--- src/common/lun_resv_defs.vh ---
`ifndef LUN_RESV_DEFS_VH
`define LUN_RESV_DEFS_VH

// ----------------------------------------
// Register byte offsets
// ----------------------------------------
`define OFS_CTRL        8'h00
`define OFS_CDB_LO      8'h04
`define OFS_CDB_HI      8'h08
`define OFS_GO          8'h0C
`define OFS_RESULT      8'h10
`define OFS_STATE       8'h14

// ----------------------------------------
// Reset values
// ----------------------------------------
`define RST_CTRL        32'h0000_0001
`define RST_WORD        32'h0000_0000

// ----------------------------------------
// Operation codes
// ----------------------------------------
`define OP_RESERVE      8'h16
`define OP_RELEASE      8'h17
`define OP_INQUIRY      8'h12
`define OP_REQ_SENSE    8'h03
`define OP_MEDIUM_LOCK  8'h1E

// ----------------------------------------
// Status bytes and sense keys
// ----------------------------------------
`define ST_GOOD         8'h00
`define ST_CHECK        8'h02
`define ST_CONFLICT     8'h18
`define SK_NONE         4'h0
`define SK_ILLEGAL      4'h5
`define SK_UNIT_ATTN    4'h6

// ----------------------------------------
// Command block fields, bytes 0..3 in CDB_LO
// ----------------------------------------
`define F_OPCODE        7:0
`define F_LUN           15:13
`define B_TP            12
`define F_TP_ID         11:9
`define B_EXTENT        8
`define F_RESV_ID       23:16

// ----------------------------------------
// Bytes 4..5 and initiator ID in CDB_HI
// ----------------------------------------
`define B_PREVENT       0
`define F_INIT_ID       18:16

// ----------------------------------------
// Control, result and state fields
// ----------------------------------------
`define B_CTRL_EXT_REL  0
`define F_RES_STATUS    7:0
`define F_RES_SENSE     11:8
`define B_RES_DONE      16
`define F_STATE_UA      23:16

`endif

--- src/design/lun_reservation_control.v ---
// Summary of operation
// Release block: opcode 17h, byte1 fields, ID
// Reserve block: opcode 16h, list length bytes 3-4
// Only the creating initiator may release
// Foreign or void release: GOOD, nothing changed
// Unit release drops requester's non-third-party holds
// Unit release ignores reservation identifier
// Unsupported extent release: CHECK, ILLEGAL REQUEST
// Extent reservation implies extent release support
// Extent release drops only matching identifiers
// Third-party flag clear: no third-party release
// Third-party release needs same initiator, device
// Third-party release keeps mode parameters unchanged
// Unit reserve gives exclusive use until changed
// Unit held by another: RESERVATION CONFLICT
// Holder may reserve its own unit again
// Unit reserve ignores identifier and list length
// Others barred except four exempt commands
// Device reset clears holds, then UNIT ATTENTION
// Per-unit record of holder, flags, IDs
//
// Our own choices: the register offsets and the Avalon-MM register port.
`include "lun_resv_defs.vh"
`default_nettype none

module lun_reservation_control
#(
   parameter NUM_LUN  = 8,
   parameter NUM_INIT = 8
)
(
   input  wire               i_clk,
   input  wire               i_srst,
   input  wire               i_ce,
   input  wire [7:0]         i_avs_address,
   input  wire               i_avs_read,
   input  wire               i_avs_write,
   input  wire [31:0]        i_avs_writedata,
   input  wire [3:0]         i_avs_byteenable,
   output reg  [31:0]        o_avs_readdata,
   output wire               o_avs_waitrequest,
   input  wire               i_bus_dev_reset,
   output reg                o_cmd_done,
   output wire [NUM_LUN-1:0] o_reserved
);

   // ----------------------------------------
   // Declarations
   // ----------------------------------------
   reg  [31:0]           ctrl_reg;
   reg  [31:0]           cdb_lo_reg;
   reg  [31:0]           cdb_hi_reg;
   reg  [7:0]            status_reg;
   reg  [3:0]            sense_reg;
   reg                   done_reg;
   reg  [NUM_INIT-1:0]   ua_reg;
   reg  [NUM_INIT-1:0]   ua_next;
   reg                   ack_reg;
   reg                   rst_s1_reg;
   reg                   rst_s2_reg;
   reg                   rst_s3_reg;
   reg                   rst_lvl_reg;
   reg  [31:0]           rd_mux;
   reg  [7:0]            res_status;
   reg  [3:0]            res_sense;
   reg                   do_grant;
   reg                   do_cancel;
   wire                  bdr_event;
   wire                  wr_take;
   wire                  go;
   wire [2:0]            lun;
   wire                  lun_ok;
   wire [2:0]            lun_idx;
   wire [2:0]            init_id;
   wire [7:0]            opcode;
   wire                  cdb_ext;
   wire                  cdb_tp;
   wire [2:0]            cdb_tp_id;
   wire [7:0]            cdb_resv_id;
   wire                  ext_rel_en;
   wire [NUM_LUN-1:0]    rec_valid;
   wire [NUM_LUN*3-1:0]  rec_holder;
   wire [NUM_LUN-1:0]    rec_tp;
   wire [NUM_LUN*3-1:0]  rec_tp_id;
   wire [NUM_LUN*8-1:0]  rec_resv_id;
   wire [NUM_LUN-1:0]    rec_ext;
   wire                  sel_valid;
   wire [2:0]            sel_holder;
   wire                  sel_tp;
   wire [2:0]            sel_tp_id;
   wire [7:0]            sel_resv_id;
   wire                  sel_ext;
   wire [2:0]            sel_user;
   wire                  own_hold;
   wire                  tp_ok;
   wire                  exempt;
   wire [NUM_LUN-1:0]    grant_vec;
   wire [NUM_LUN-1:0]    cancel_vec;

   // ----------------------------------------
   // Byte-lane merge for register writes
   // ----------------------------------------
   function [31:0] be_merge;
      input [31:0] old_val;
      input [31:0] new_val;
      input [3:0]  be;
      integer      k;
      begin
         be_merge = old_val;
         for (k = 0; k < 4; k = k + 1)
         begin
            if (be[k])
            begin
               be_merge[k*8 +: 8] = new_val[k*8 +: 8];
            end
         end
      end
   endfunction

   // ----------------------------------------
   // Avalon slave handshake
   // ----------------------------------------

   // One wait cycle, answer at the second edge; clock enable low stalls
   assign o_avs_waitrequest = (i_avs_read | i_avs_write) & ~(ack_reg & i_ce);
   assign wr_take = i_avs_write & ack_reg & i_ce;
   assign go = wr_take && (i_avs_address == `OFS_GO);

   // Acknowledge toggle
   always @(posedge i_clk)
   begin
      if (i_srst)
      begin
         ack_reg <= 1'b0;
      end
      else if (i_ce)
      begin
         ack_reg <= (i_avs_read | i_avs_write) & ~ack_reg;
      end
   end

   // Read data mux, unmapped reads as zero
   always @*
   begin
      rd_mux = `RST_WORD;
      case (i_avs_address)
         `OFS_CTRL   : rd_mux = ctrl_reg;
         `OFS_CDB_LO : rd_mux = cdb_lo_reg;
         `OFS_CDB_HI : rd_mux = cdb_hi_reg;
         `OFS_RESULT :
         begin
            rd_mux[`F_RES_STATUS] = status_reg;
            rd_mux[`F_RES_SENSE]  = sense_reg;
            rd_mux[`B_RES_DONE]   = done_reg;
         end
         `OFS_STATE  :
         begin
            rd_mux[NUM_LUN-1:0] = rec_valid;
            rd_mux[`F_STATE_UA] = ua_reg;
         end
         default     : rd_mux = `RST_WORD;
      endcase
   end

   // Registered read data, captured in the wait cycle
   always @(posedge i_clk)
   begin
      if (i_srst)
      begin
         o_avs_readdata <= `RST_WORD;
      end
      else if (i_ce && i_avs_read && !ack_reg)
      begin
         o_avs_readdata <= rd_mux;
      end
   end

   // Writable registers
   always @(posedge i_clk)
   begin
      if (i_srst)
      begin
         ctrl_reg   <= `RST_CTRL;
         cdb_lo_reg <= `RST_WORD;
         cdb_hi_reg <= `RST_WORD;
      end
      else if (i_ce && wr_take)
      begin
         case (i_avs_address)
            `OFS_CTRL   :
               ctrl_reg <= be_merge(ctrl_reg, i_avs_writedata, i_avs_byteenable);
            `OFS_CDB_LO :
               cdb_lo_reg <= be_merge(cdb_lo_reg, i_avs_writedata, i_avs_byteenable);
            `OFS_CDB_HI :
               cdb_hi_reg <= be_merge(cdb_hi_reg, i_avs_writedata, i_avs_byteenable);
            default     : ;
         endcase
      end
   end

   // ----------------------------------------
   // Bus device reset input synchroniser
   // ----------------------------------------

   // Three stages; level changes once stages two and three agree
   always @(posedge i_clk)
   begin
      if (i_srst)
      begin
         rst_s1_reg  <= 1'b0;
         rst_s2_reg  <= 1'b0;
         rst_s3_reg  <= 1'b0;
         rst_lvl_reg <= 1'b0;
      end
      else if (i_ce)
      begin
         rst_s1_reg <= i_bus_dev_reset;
         rst_s2_reg <= rst_s1_reg;
         rst_s3_reg <= rst_s2_reg;
         if (rst_s2_reg == rst_s3_reg)
         begin
            rst_lvl_reg <= rst_s3_reg;
         end
      end
   end

   assign bdr_event = (rst_s2_reg == rst_s3_reg) & rst_s3_reg & ~rst_lvl_reg;

   // ----------------------------------------
   // Command block decode
   // ----------------------------------------
   assign opcode      = cdb_lo_reg[`F_OPCODE];
   assign lun         = cdb_lo_reg[`F_LUN];
   assign cdb_tp      = cdb_lo_reg[`B_TP];
   assign cdb_tp_id   = cdb_lo_reg[`F_TP_ID];
   assign cdb_ext     = cdb_lo_reg[`B_EXTENT];
   assign cdb_resv_id = cdb_lo_reg[`F_RESV_ID];
   assign init_id     = cdb_hi_reg[`F_INIT_ID];
   assign ext_rel_en  = ctrl_reg[`B_CTRL_EXT_REL];
   assign lun_ok      = ({29'h0, lun} < NUM_LUN);
   assign lun_idx     = lun_ok ? lun : 3'h0;

   // Addressed unit's record
   assign sel_valid   = rec_valid[lun_idx] & lun_ok;
   assign sel_holder  = rec_holder[lun_idx*3 +: 3];
   assign sel_tp      = rec_tp[lun_idx];
   assign sel_tp_id   = rec_tp_id[lun_idx*3 +: 3];
   assign sel_resv_id = rec_resv_id[lun_idx*8 +: 8];
   assign sel_ext     = rec_ext[lun_idx];

   // Device allowed to use a held unit
   assign sel_user = sel_tp ? sel_tp_id : sel_holder;

   // Requester made this hold
   assign own_hold = sel_valid && (sel_holder == init_id);

   // Third-party match for release
   assign tp_ok = cdb_tp ? (sel_tp && (sel_tp_id == cdb_tp_id))
                         : !sel_tp;

   // Commands allowed past another's hold
   assign exempt = (opcode == `OP_INQUIRY)
                || (opcode == `OP_REQ_SENSE)
                || (opcode == `OP_RELEASE)
                || ((opcode == `OP_MEDIUM_LOCK)
                    && !cdb_hi_reg[`B_PREVENT]);

   // ----------------------------------------
   // Command evaluation
   // ----------------------------------------
   always @*
   begin
      res_status = `ST_GOOD;
      res_sense  = `SK_NONE;
      do_grant   = 1'b0;
      do_cancel  = 1'b0;
      if (ua_reg[init_id])
      begin
         res_status = `ST_CHECK;
         res_sense  = `SK_UNIT_ATTN;
      end
      else if (!lun_ok)
      begin
         res_status = `ST_CHECK;
         res_sense  = `SK_ILLEGAL;
      end
      else
      begin
         case (opcode)
            `OP_RELEASE :
            begin
               if (cdb_ext && !ext_rel_en)
               begin
                  res_status = `ST_CHECK;
                  res_sense  = `SK_ILLEGAL;
               end
               else if (cdb_ext)
               begin
                  // Only matching identifiers go
                  do_cancel = own_hold && sel_ext && tp_ok
                           && (sel_resv_id == cdb_resv_id);
               end
               else
               begin
                  // Identifier byte not looked at
                  do_cancel = own_hold && tp_ok;
               end
               // Other cases answer GOOD, nothing changed  // R4
            end
            `OP_RESERVE :
            begin
               if (cdb_ext)
               begin
                  // No extent reservation here
                  res_status = `ST_CHECK;
                  res_sense  = `SK_ILLEGAL;
               end
               else if (sel_valid && (sel_holder != init_id))
               begin
                  res_status = `ST_CONFLICT;
               end
               else
               begin
                  do_grant = 1'b1;
               end
            end
            default :
            begin
               if (sel_valid && (sel_user != init_id) && !exempt)
               begin
                  res_status = `ST_CONFLICT;
               end
            end
         endcase
      end
   end

   // ----------------------------------------
   // Result register and completion pulse
   // ----------------------------------------
   always @(posedge i_clk)
   begin
      if (i_srst)
      begin
         status_reg <= `ST_GOOD;
         sense_reg  <= `SK_NONE;
         done_reg   <= 1'b0;
         o_cmd_done <= 1'b0;
      end
      else if (i_ce)
      begin
         o_cmd_done <= go;
         if (go)
         begin
            status_reg <= res_status;
            sense_reg  <= res_sense;
            done_reg   <= 1'b1;
         end
      end
   end

   // ----------------------------------------
   // Unit attention per initiator
   // ----------------------------------------

   // Reported command clears; reset event sets and wins
   always @*
   begin
      ua_next = ua_reg;
      if (go)
      begin
         ua_next[init_id] = 1'b0;
      end
      if (bdr_event)
      begin
         ua_next = {NUM_INIT{1'b1}};
      end
   end

   // Hard reset leaves every initiator pending
   always @(posedge i_clk)
   begin
      if (i_srst)
      begin
         ua_reg <= {NUM_INIT{1'b1}};
      end
      else if (i_ce)
      begin
         ua_reg <= ua_next;
      end
   end

   // ----------------------------------------
   // Per-unit reservation records
   // ----------------------------------------
   genvar g;
   generate
      for (g = 0; g < NUM_LUN; g = g + 1)
      begin : unit
         assign grant_vec[g]  = go && do_grant && (lun_idx == g);
         assign cancel_vec[g] = go && do_cancel && (lun_idx == g);

         // Identifier kept only for extent holds
         resv_record u_rec
         (
            .i_clk       (i_clk),
            .i_srst      (i_srst),
            .i_ce        (i_ce),
            .i_clear_all (bdr_event),
            .i_grant     (grant_vec[g]),
            .i_cancel    (cancel_vec[g]),
            .i_holder    (init_id),
            .i_tp        (cdb_tp),
            .i_tp_id     (cdb_tp_id),
            .i_resv_id   (cdb_ext ? cdb_resv_id : 8'h00),
            .i_ext       (cdb_ext),
            .o_valid     (rec_valid[g]),
            .o_holder    (rec_holder[g*3 +: 3]),
            .o_tp        (rec_tp[g]),
            .o_tp_id     (rec_tp_id[g*3 +: 3]),
            .o_resv_id   (rec_resv_id[g*8 +: 8]),
            .o_ext       (rec_ext[g])
         );
      end
   endgenerate

   // Reserved units for the outside
   assign o_reserved = rec_valid;

endmodule

`default_nettype wire

--- src/design/resv_record.v ---
`default_nettype none

module resv_record
(
   input  wire       i_clk,
   input  wire       i_srst,
   input  wire       i_ce,
   input  wire       i_clear_all,
   input  wire       i_grant,
   input  wire       i_cancel,
   input  wire [2:0] i_holder,
   input  wire       i_tp,
   input  wire [2:0] i_tp_id,
   input  wire [7:0] i_resv_id,
   input  wire       i_ext,
   output reg        o_valid,
   output reg  [2:0] o_holder,
   output reg        o_tp,
   output reg  [2:0] o_tp_id,
   output reg  [7:0] o_resv_id,
   output reg        o_ext
);

   // ----------------------------------------
   // One unit's reservation record
   // ----------------------------------------

   // Clear wins over grant; fields kept on cancel
   always @(posedge i_clk)
   begin
      if (i_srst)
      begin
         o_valid   <= 1'b0;
         o_holder  <= 3'h0;
         o_tp      <= 1'b0;
         o_tp_id   <= 3'h0;
         o_resv_id <= 8'h00;
         o_ext     <= 1'b0;
      end
      else if (i_ce)
      begin
         if (i_clear_all || i_cancel)
         begin
            o_valid <= 1'b0;
         end
         else if (i_grant)
         begin
            o_valid   <= 1'b1;
            o_holder  <= i_holder;
            o_tp      <= i_tp;
            o_tp_id   <= i_tp_id;
            o_resv_id <= i_resv_id;
            o_ext     <= i_ext;
         end
      end
   end

endmodule

`default_nettype wire

--- config.mk ---
export PLATFORM = sky130hd
export DESIGN_NAME = lun_reservation_control
export DESIGN_NICKNAME = d
export VERILOG_FILES = /design/src/design/lun_reservation_control.v /design/src/design/resv_record.v
export VERILOG_INCLUDE_DIRS = /design/src /design/src/common
export SDC_FILE = /design/constraint.sdc
export NUM_CORES = 1
export LEC_CHECK = 0
export BUFFER_PORTS_ARGS = -buffer_cell sky130_fd_sc_hd__buf_2
export CAP_MARGIN = 20
export CORE_MARGIN = 4
export CORE_UTILIZATION = 40
export DETAILED_ROUTE_END_ITERATION = 8
export GPL_ROUTABILITY_DRIVEN = 0
export MAX_ROUTING_LAYER = met4
export PLACE_DENSITY = 0.67
export SLEW_MARGIN = 20
export SYNTH_ARGS = -nofsm -noshare
export SYNTH_HDL_FRONTEND = slang
export SYNTH_SLANG_ARGS = --single-unit
--- constraint.sdc ---
create_clock -name i_clk -period 5.9 [get_ports i_clk]
set_input_delay 0.885 -clock i_clk [delete_from_list [all_inputs] [get_ports i_clk]]
set_output_delay 0.885 -clock i_clk [all_outputs]
set_load 0.05 [all_outputs]
Yosys cells after proc, flatten, opt, wreduce, memory -nomap -nowiden
Cells that the tools add are included.
{"block": "totals", "wordCells": 269, "in_bits": 50, "output_inout_bits": 42, "ff_bits": 291}
{"block": "classes", "muxes": 55, "shift": 3, "eq_ne": 23, "reduce_logical": 92, "mul": 1, "order_cmp": 3, "bitwise": 21}
{"operator": "indexed part select 64 x 7 -> 8 bit", "count": 1}
{"operator": "AND reduction 3 bit", "count": 20}
{"operator": "== test 8 x 5 -> 1 bit (second input constant)", "count": 6}
{"operator": "indexed part select 24 x 6 -> 3 bit", "count": 2}
{"operator": "one-hot mux 8 bit (5 select lines)", "count": 1}
{"operator": "logical AND 1 bit", "count": 34}
{"operator": "2-to-1 mux 8 bit", "count": 4}
{"operator": "2-to-1 mux 1 bit", "count": 30}
{"operator": "one-hot mux 7 bit (4 select lines)", "count": 1}
{"operator": "one-hot mux 8 bit (3 select lines)", "count": 1}
{"operator": "AND reduction 2 bit", "count": 11}
{"operator": "nonzero test 2 bit", "count": 9}
{"operator": "== test 8 x 4 -> 1 bit (second input constant)", "count": 2}
{"operator": "one-hot mux 4 bit (4 select lines)", "count": 1}
{"operator": "one-hot mux 8 bit (2 select lines)", "count": 1}
{"operator": "2-to-1 mux 5 bit", "count": 3}
{"operator": "binary-select mux 1 bit (select 3 bit)", "count": 4}
{"operator": "== test 3 bit (second input constant)", "count": 4}
{"operator": "2-to-1 mux 3 bit", "count": 4}
{"operator": "one-hot mux 4 bit (3 select lines)", "count": 1}
{"operator": "logical OR 1 bit", "count": 11}
{"operator": "inverter 1 bit", "count": 11}
{"operator": "bitwise AND 8 bit", "count": 1}
{"operator": "== test 8 x 2 -> 1 bit (second input constant)", "count": 1}
{"operator": "other kinds (20)", "count": 34}

Depth between registers and ports, before layout
{"block": "logic_depth", "depth_word": 16, "depth_mapped": 12}

Hierarchy
From an unflattened synthesis, not the netlist that was laid out.
{"block": "unflattened", "hier_cells": 1557, "area_unflattened_um2": 14113.5}
{"module": "lun_reservation_control", "cells_each": 965, "n_inst": 1, "area_per_inst_um2": 7927.6}
{"module": "resv_record", "cells_each": 74, "n_inst": 8, "area_per_inst_um2": 773.2}

Least setup slack after synthesis
OpenSTA, ideal clock, no wires.
{"block": "synth_path", "path_kind": "in2reg", "startpoint": "input i_avs_address[5]", "endpoint": "register unit[6].u_rec.o_tp_id[2]", "arrival_ns": 2.948, "t_required_ns": 5.772, "n_path_buf": 1, "path_stages": 8, "slack_ns": 2.825, "setup_ns": 0.128, "cell_sequence": "nor4_2 > nand4_1 > and2b_1 > nand3_4 > nor4_4 > buf_6 > mux2i_1 > nor2_1"}
{"block": "synth_between", "elab_chain_cells": 7, "word_cells_on_any_way": 9, "cone_classes": "1 x eq/ne; 1 x bitwise; 7 x reduce/logical"}
{"element": "from (decl)", "line_no": "lun_reservation_control.v:35", "text": "input wire [7:0] i_avs_address,"}
{"element": "== test 8 x 4 -> 1 bit (no source line) (*)"}
{"element": "logical AND 1 bit (*)", "line_no": "lun_reservation_control.v:127", "text": "assign go = wr_take && (i_avs_address == `OFS_GO);"}
{"element": "logical AND 1 bit (2 in a row)", "line_no": "lun_reservation_control.v:401", "text": "assign cancel_vec[g] = go && do_cancel && (lun_idx == g);"}
{"element": "logical OR 1 bit", "line_no": "resv_record.v:42", "text": "if (i_clear_all || i_cancel)"}
{"element": "inverter 1 bit (no source line)"}
{"element": "AND reduction 3 bit (no source line) (*)"}
{"element": "to (signal assigned)", "line_no": "resv_record.v:51", "text": "o_tp_id <= i_tp_id;"}
{"element": "to (decl)", "line_no": "resv_record.v:19", "text": "output reg [2:0] o_tp_id,"}
Every way passes the cells marked *; elsewhere a longest branch is shown, timed or not.
A chain may end at the register's enable or synchronous reset.

Worst setup path after layout
{"block": "layout_path", "startpoint": "register cdb_lo_reg[14]", "endpoint": "register unit[0].u_rec.o_tp"}
{"block": "layout_between", "elab_chain_cells": 16, "word_cells_on_any_way": 39, "cone_classes": "1 x mul; 4 x eq/ne; 3 x shift; 15 x mux; 1 x bitwise; 15 x reduce/logical"}
{"element": "from (decl)", "line_no": "lun_reservation_control.v:51", "text": "reg [31:0] cdb_lo_reg;"}
{"element": "from (signal assigned)", "line_no": "lun_reservation_control.v:184", "text": "cdb_lo_reg <= `RST_WORD;"}
{"element": "from (signal assigned)", "line_no": "lun_reservation_control.v:193", "text": "cdb_lo_reg <= be_merge(cdb_lo_reg, i_avs_writedata, i_avs_byteenable);"}
{"element": "multiplier 3 x 2 -> 5 bit", "line_no": "lun_reservation_control.v:245, lun_reservation_control.v:247"}
{"element": "indexed part select 24 x 6 -> 3 bit, on equally long branches", "line_no": "lun_reservation_control.v:247, lun_reservation_control.v:245"}
{"element": "== test 3 bit, on equally long branches", "line_no": "lun_reservation_control.v:258, lun_reservation_control.v:255"}
{"element": "logical AND 1 bit, on equally long branches", "line_no": "lun_reservation_control.v:258, lun_reservation_control.v:255"}
{"element": "2-to-1 mux 1 bit / logical AND 1 bit (equally long branches)", "line_no": "lun_reservation_control.v:258, lun_reservation_control.v:300"}
{"element": "logical AND 1 bit", "line_no": "lun_reservation_control.v:300", "text": "do_cancel = own_hold && sel_ext && tp_ok"}
{"element": "logical AND 1 bit", "line_no": "lun_reservation_control.v:301", "text": "&& (sel_resv_id == cdb_resv_id);"}
{"element": "2-to-1 mux 1 bit", "line_no": "lun_reservation_control.v:297", "text": "else if (cdb_ext)"}
{"element": "2-to-1 mux 1 bit", "line_no": "lun_reservation_control.v:292", "text": "if (cdb_ext && !ext_rel_en)"}
{"element": "2-to-1 mux 1 bit", "line_no": "lun_reservation_control.v:289", "text": "case (opcode)"}
{"element": "2-to-1 mux 1 bit", "line_no": "lun_reservation_control.v:277", "text": "if (ua_reg[init_id])"}
{"element": "logical AND 1 bit (2 in a row)", "line_no": "lun_reservation_control.v:401"}
{"element": "logical OR 1 bit", "line_no": "resv_record.v:42"}
{"element": "inverter 1 bit (no source line)"}
{"element": "AND reduction 3 bit (no source line) (*)"}
{"element": "to (signal assigned)", "line_no": "resv_record.v:50", "text": "o_tp <= i_tp;"}
{"element": "to (decl)", "line_no": "resv_record.v:18", "text": "output reg o_tp,"}
Every way passes the cells marked *; elsewhere a longest branch is shown, timed or not. The select of a mux whose other input is x is not followed.

==> flow_metrics.tcl <==
set metrics [dict create \
    status "completed" \
    layout.nets 1273 \
    start_kind "flip-flop" \
    drive_gt1_share_pct 16.4 \
    antenna_found_initial 0 \
    multiInputGateArea_um2 5820 \
    syn-num-nets 1226 \
    synth-xor-area-share_pct 1.24 \
    netlist_instances 1175 \
    die_area_um2 32900 \
    synth_top_family_by_area "multiplexers" \
    regArea_um2 5670 \
    arrival_ns 4.52 \
    finalSetupViolCount 0 \
    largest_reg_flops 64 \
    synth_edf_count 0 \
    setup_tns_ns 0 \
    avgRoutedWirePerCell_um 18.0 \
    fmax_mhz 242 \
    cap_violations 0 \
    synth_compound_area_share_pct 8.74 \
    synthMuxAreaShare_pct 20.0 \
    ys.flop_type "dfxtp_1" \
    synth_area_um2 12000 \
    path_class "reg2reg" \
    via_per_inst 5.51 \
    required_ns 6.29 \
    vias 9006 \
    place_area_um2 12600 \
    hold-worst-slack_ns 0.463 \
    worst_slew_pin_slew_ns 1.09 \
    cp_num_buf_inv 1 \
    relSlewSlack_pct 26.6 \
    yosysTopAreaCellShare_pct 47.1 \
    drtPass1Iterations 8 \
    clkSlewWorstSetupHoldPaths_ns 0.06 \
    cellLeakagePower_nw 5.38 \
    hold_viol_final 0 \
    grt.total_usage_pct 17.7 \
    ant_nets 0 \
    crit_chain "buf_4 > mux2_2 > o22ai_1 > a221oi_1 > xnor2_1 > a31oi_4 > nor4_4 > mux2i_1 > nor2_1" \
    grt_pass1_vias 8759 \
    cts_root_buf "clkbuf_16" \
    async_flop_share_pct 0 \
    yosys.area_share.simple_pct 18.2 \
    io_pins 92 \
    tritoncts "built" \
    antenna_cells 0 \
    max_stage_delay_ns 1.01 \
    drt_iter0_drc 782 \
    synth_area_leaders "dfxtp_1, mux2i_1, nor2_1" \
    fillerInstances 2801 \
    portBuffers 91 \
    dp.cells 1579 \
    postLayoutCellArea_um2 13500 \
    routed_wl_um 29400 \
    clkSinkCount 283 \
    cts_setup_buffers 0 \
    min_period_over_period_pct 69.9 \
    skew_ns 0.0234 \
    synth_seq_cells 283 \
    synth_warnings 0 \
    utilization_pct 45.7 \
    cts.path.max_buffers 3 \
    hp-class "reg2reg" \
    grt_max_degree 104 \
    cp_top_family "simple AND/OR/NAND/NOR gates" \
    syn_avg_cell_area_um2 10.2 \
    area_growth_pct 12.5 \
    critPathCaptureType "flip-flop" \
    regMostFlops "unit.u_rec.o_resv_id" \
    dp_hpwl_um 20000 \
    finalNonFillerCells 1634 \
    yosysTopAreaCell "dfxtp_1" \
    cts_made_buffers 29 \
    hold_buffers 0 \
    p_per_area_nw_per_um2 278 \
    worst_ir_drop_vdd_v 0.000221 \
    slowest_stage "nor4_4" \
    start_util_pct 40.6 \
    fp.coreArea_um2 29600 \
    die_x_um 181 \
    cts_resized 0 \
    cts_max_level 1 \
    drc_errors 0 \
    yosysUniqueCellTypes 64 \
    grt_setup_unrepaired "false" \
    synthAdderAreaFrac_pct 0.104 \
    rows 63 \
    drv_slew 0 \
    die_y_um 181 \
    worstPathMaxFanout 34 \
    min_period_ns 4.13 \
    grt_pass1_wl_um 47500 \
    seq_area_frac_synth_pct 47.1 \
    clock_latency_ns 0.55 \
    grt-ovfl-total 0 \
]
==> area by class of cell <==
| type | count | area share [%] |
|---|---|---|
| tap | 390 | 3.61 |
| multi-input combinational | 793 | 43.0 |
| clock inverter | 8 | 0.398 |
| clock buffer | 45 | 6.47 |
| sequential | 283 | 41.9 |
| inverter | 5 | 0.139 |
| timing repair buffer | 110 | 4.54 |
==> Yosys cell counts (14+ instances only) <==
cell,n
a21oi_1,50
a222oi_1,30
a22oi_1,14
clkbuf_1,63
dfxtp_1,283
mux2i_1,188
mux4_2,17
nand2_1,47
nor2_1,215
nor3b_1,75
xnor2_1,14
==> layout by cell type (no fill, tap or decap), types with 14 or more instances in the layout <==
cell type	synthesis	final
a21oi_1	50	50
a222oi_1	30	30
a22oi_1	14	14
buf_2	1	90
buf_4	13	17
clkbuf_16	0	29
dfxtp_1	283	282
mux2i_1	188	188
mux4_2	17	17
nand2_1	47	47
nor2_1	215	215
nor3b_1	75	75
xnor2_1	14	14
==> through the flow <==
stage	power, mW	setup WS (ns)
floorplan	2.00	2.82
global placement	2.04	1.86
detailed placement	2.04	1.74
CTS	3.79	1.73
global route	3.89	1.45
finish	3.76	1.77
==> routing by layer <==
layer	wire length [µm]	vias to the layer above	GRT usage (%)
met1	13700	4395	24.3
met2	13600	269	27.8
met3	1600	42	2.52
met5	0	-	-
met4	605	0	4.44
li1	-	4300	-
==> path summary, 6_finish.rpt <==
| path | cells after the start | slack [ns] | to | from |
|---|---|---|---|---|
| max | 9 | 1.77 | unit[0].u_rec.o_tp | cdb_lo_reg[14] |
| max reg2reg | 9 | 1.77 | unit[0].u_rec.o_tp | cdb_lo_reg[14] |
| min reg2reg | 2 | 0.46 | sense_reg[0] | sense_reg[0] |
| min | 2 | 0.46 | sense_reg[0] | sense_reg[0] |
==> worst reg2reg max path, delay by kind of cell (launching register included) <==
family	cells	cell delay, ns
AND/OR/NAND/NOR	2	1.06
flip-flops	1	0.88
multiplexers	2	0.69
AO/OA/AOI/OAI	3	0.53
buffers and inverters	1	0.50
XOR/XNOR	1	0.32
==> cells by family after synthesis <==
logic type | after synthesis
AO/OA/AOI/OAI | 145
XOR/XNOR | 17
buffers and inverters | 99
adder cells (fa/ha/maj) | 1
AND/OR/NAND/NOR | 414
flip-flops | 283
multiplexers | 216
==> power breakdown <==
| group | switching (mW) | total [mW] | internal, mW | leakage [nW] |
|---|---|---|---|---|
| logic | 0.0640 | 0.0862 | 0.0223 | 2.64 |
| registers | 0.00171 | 1.91 | 1.91 | 2.28 |
| clock network | 0.737 | 1.76 | 1.02 | 0.465 |
No activity file was read; power rests on OpenSTA's default activity.
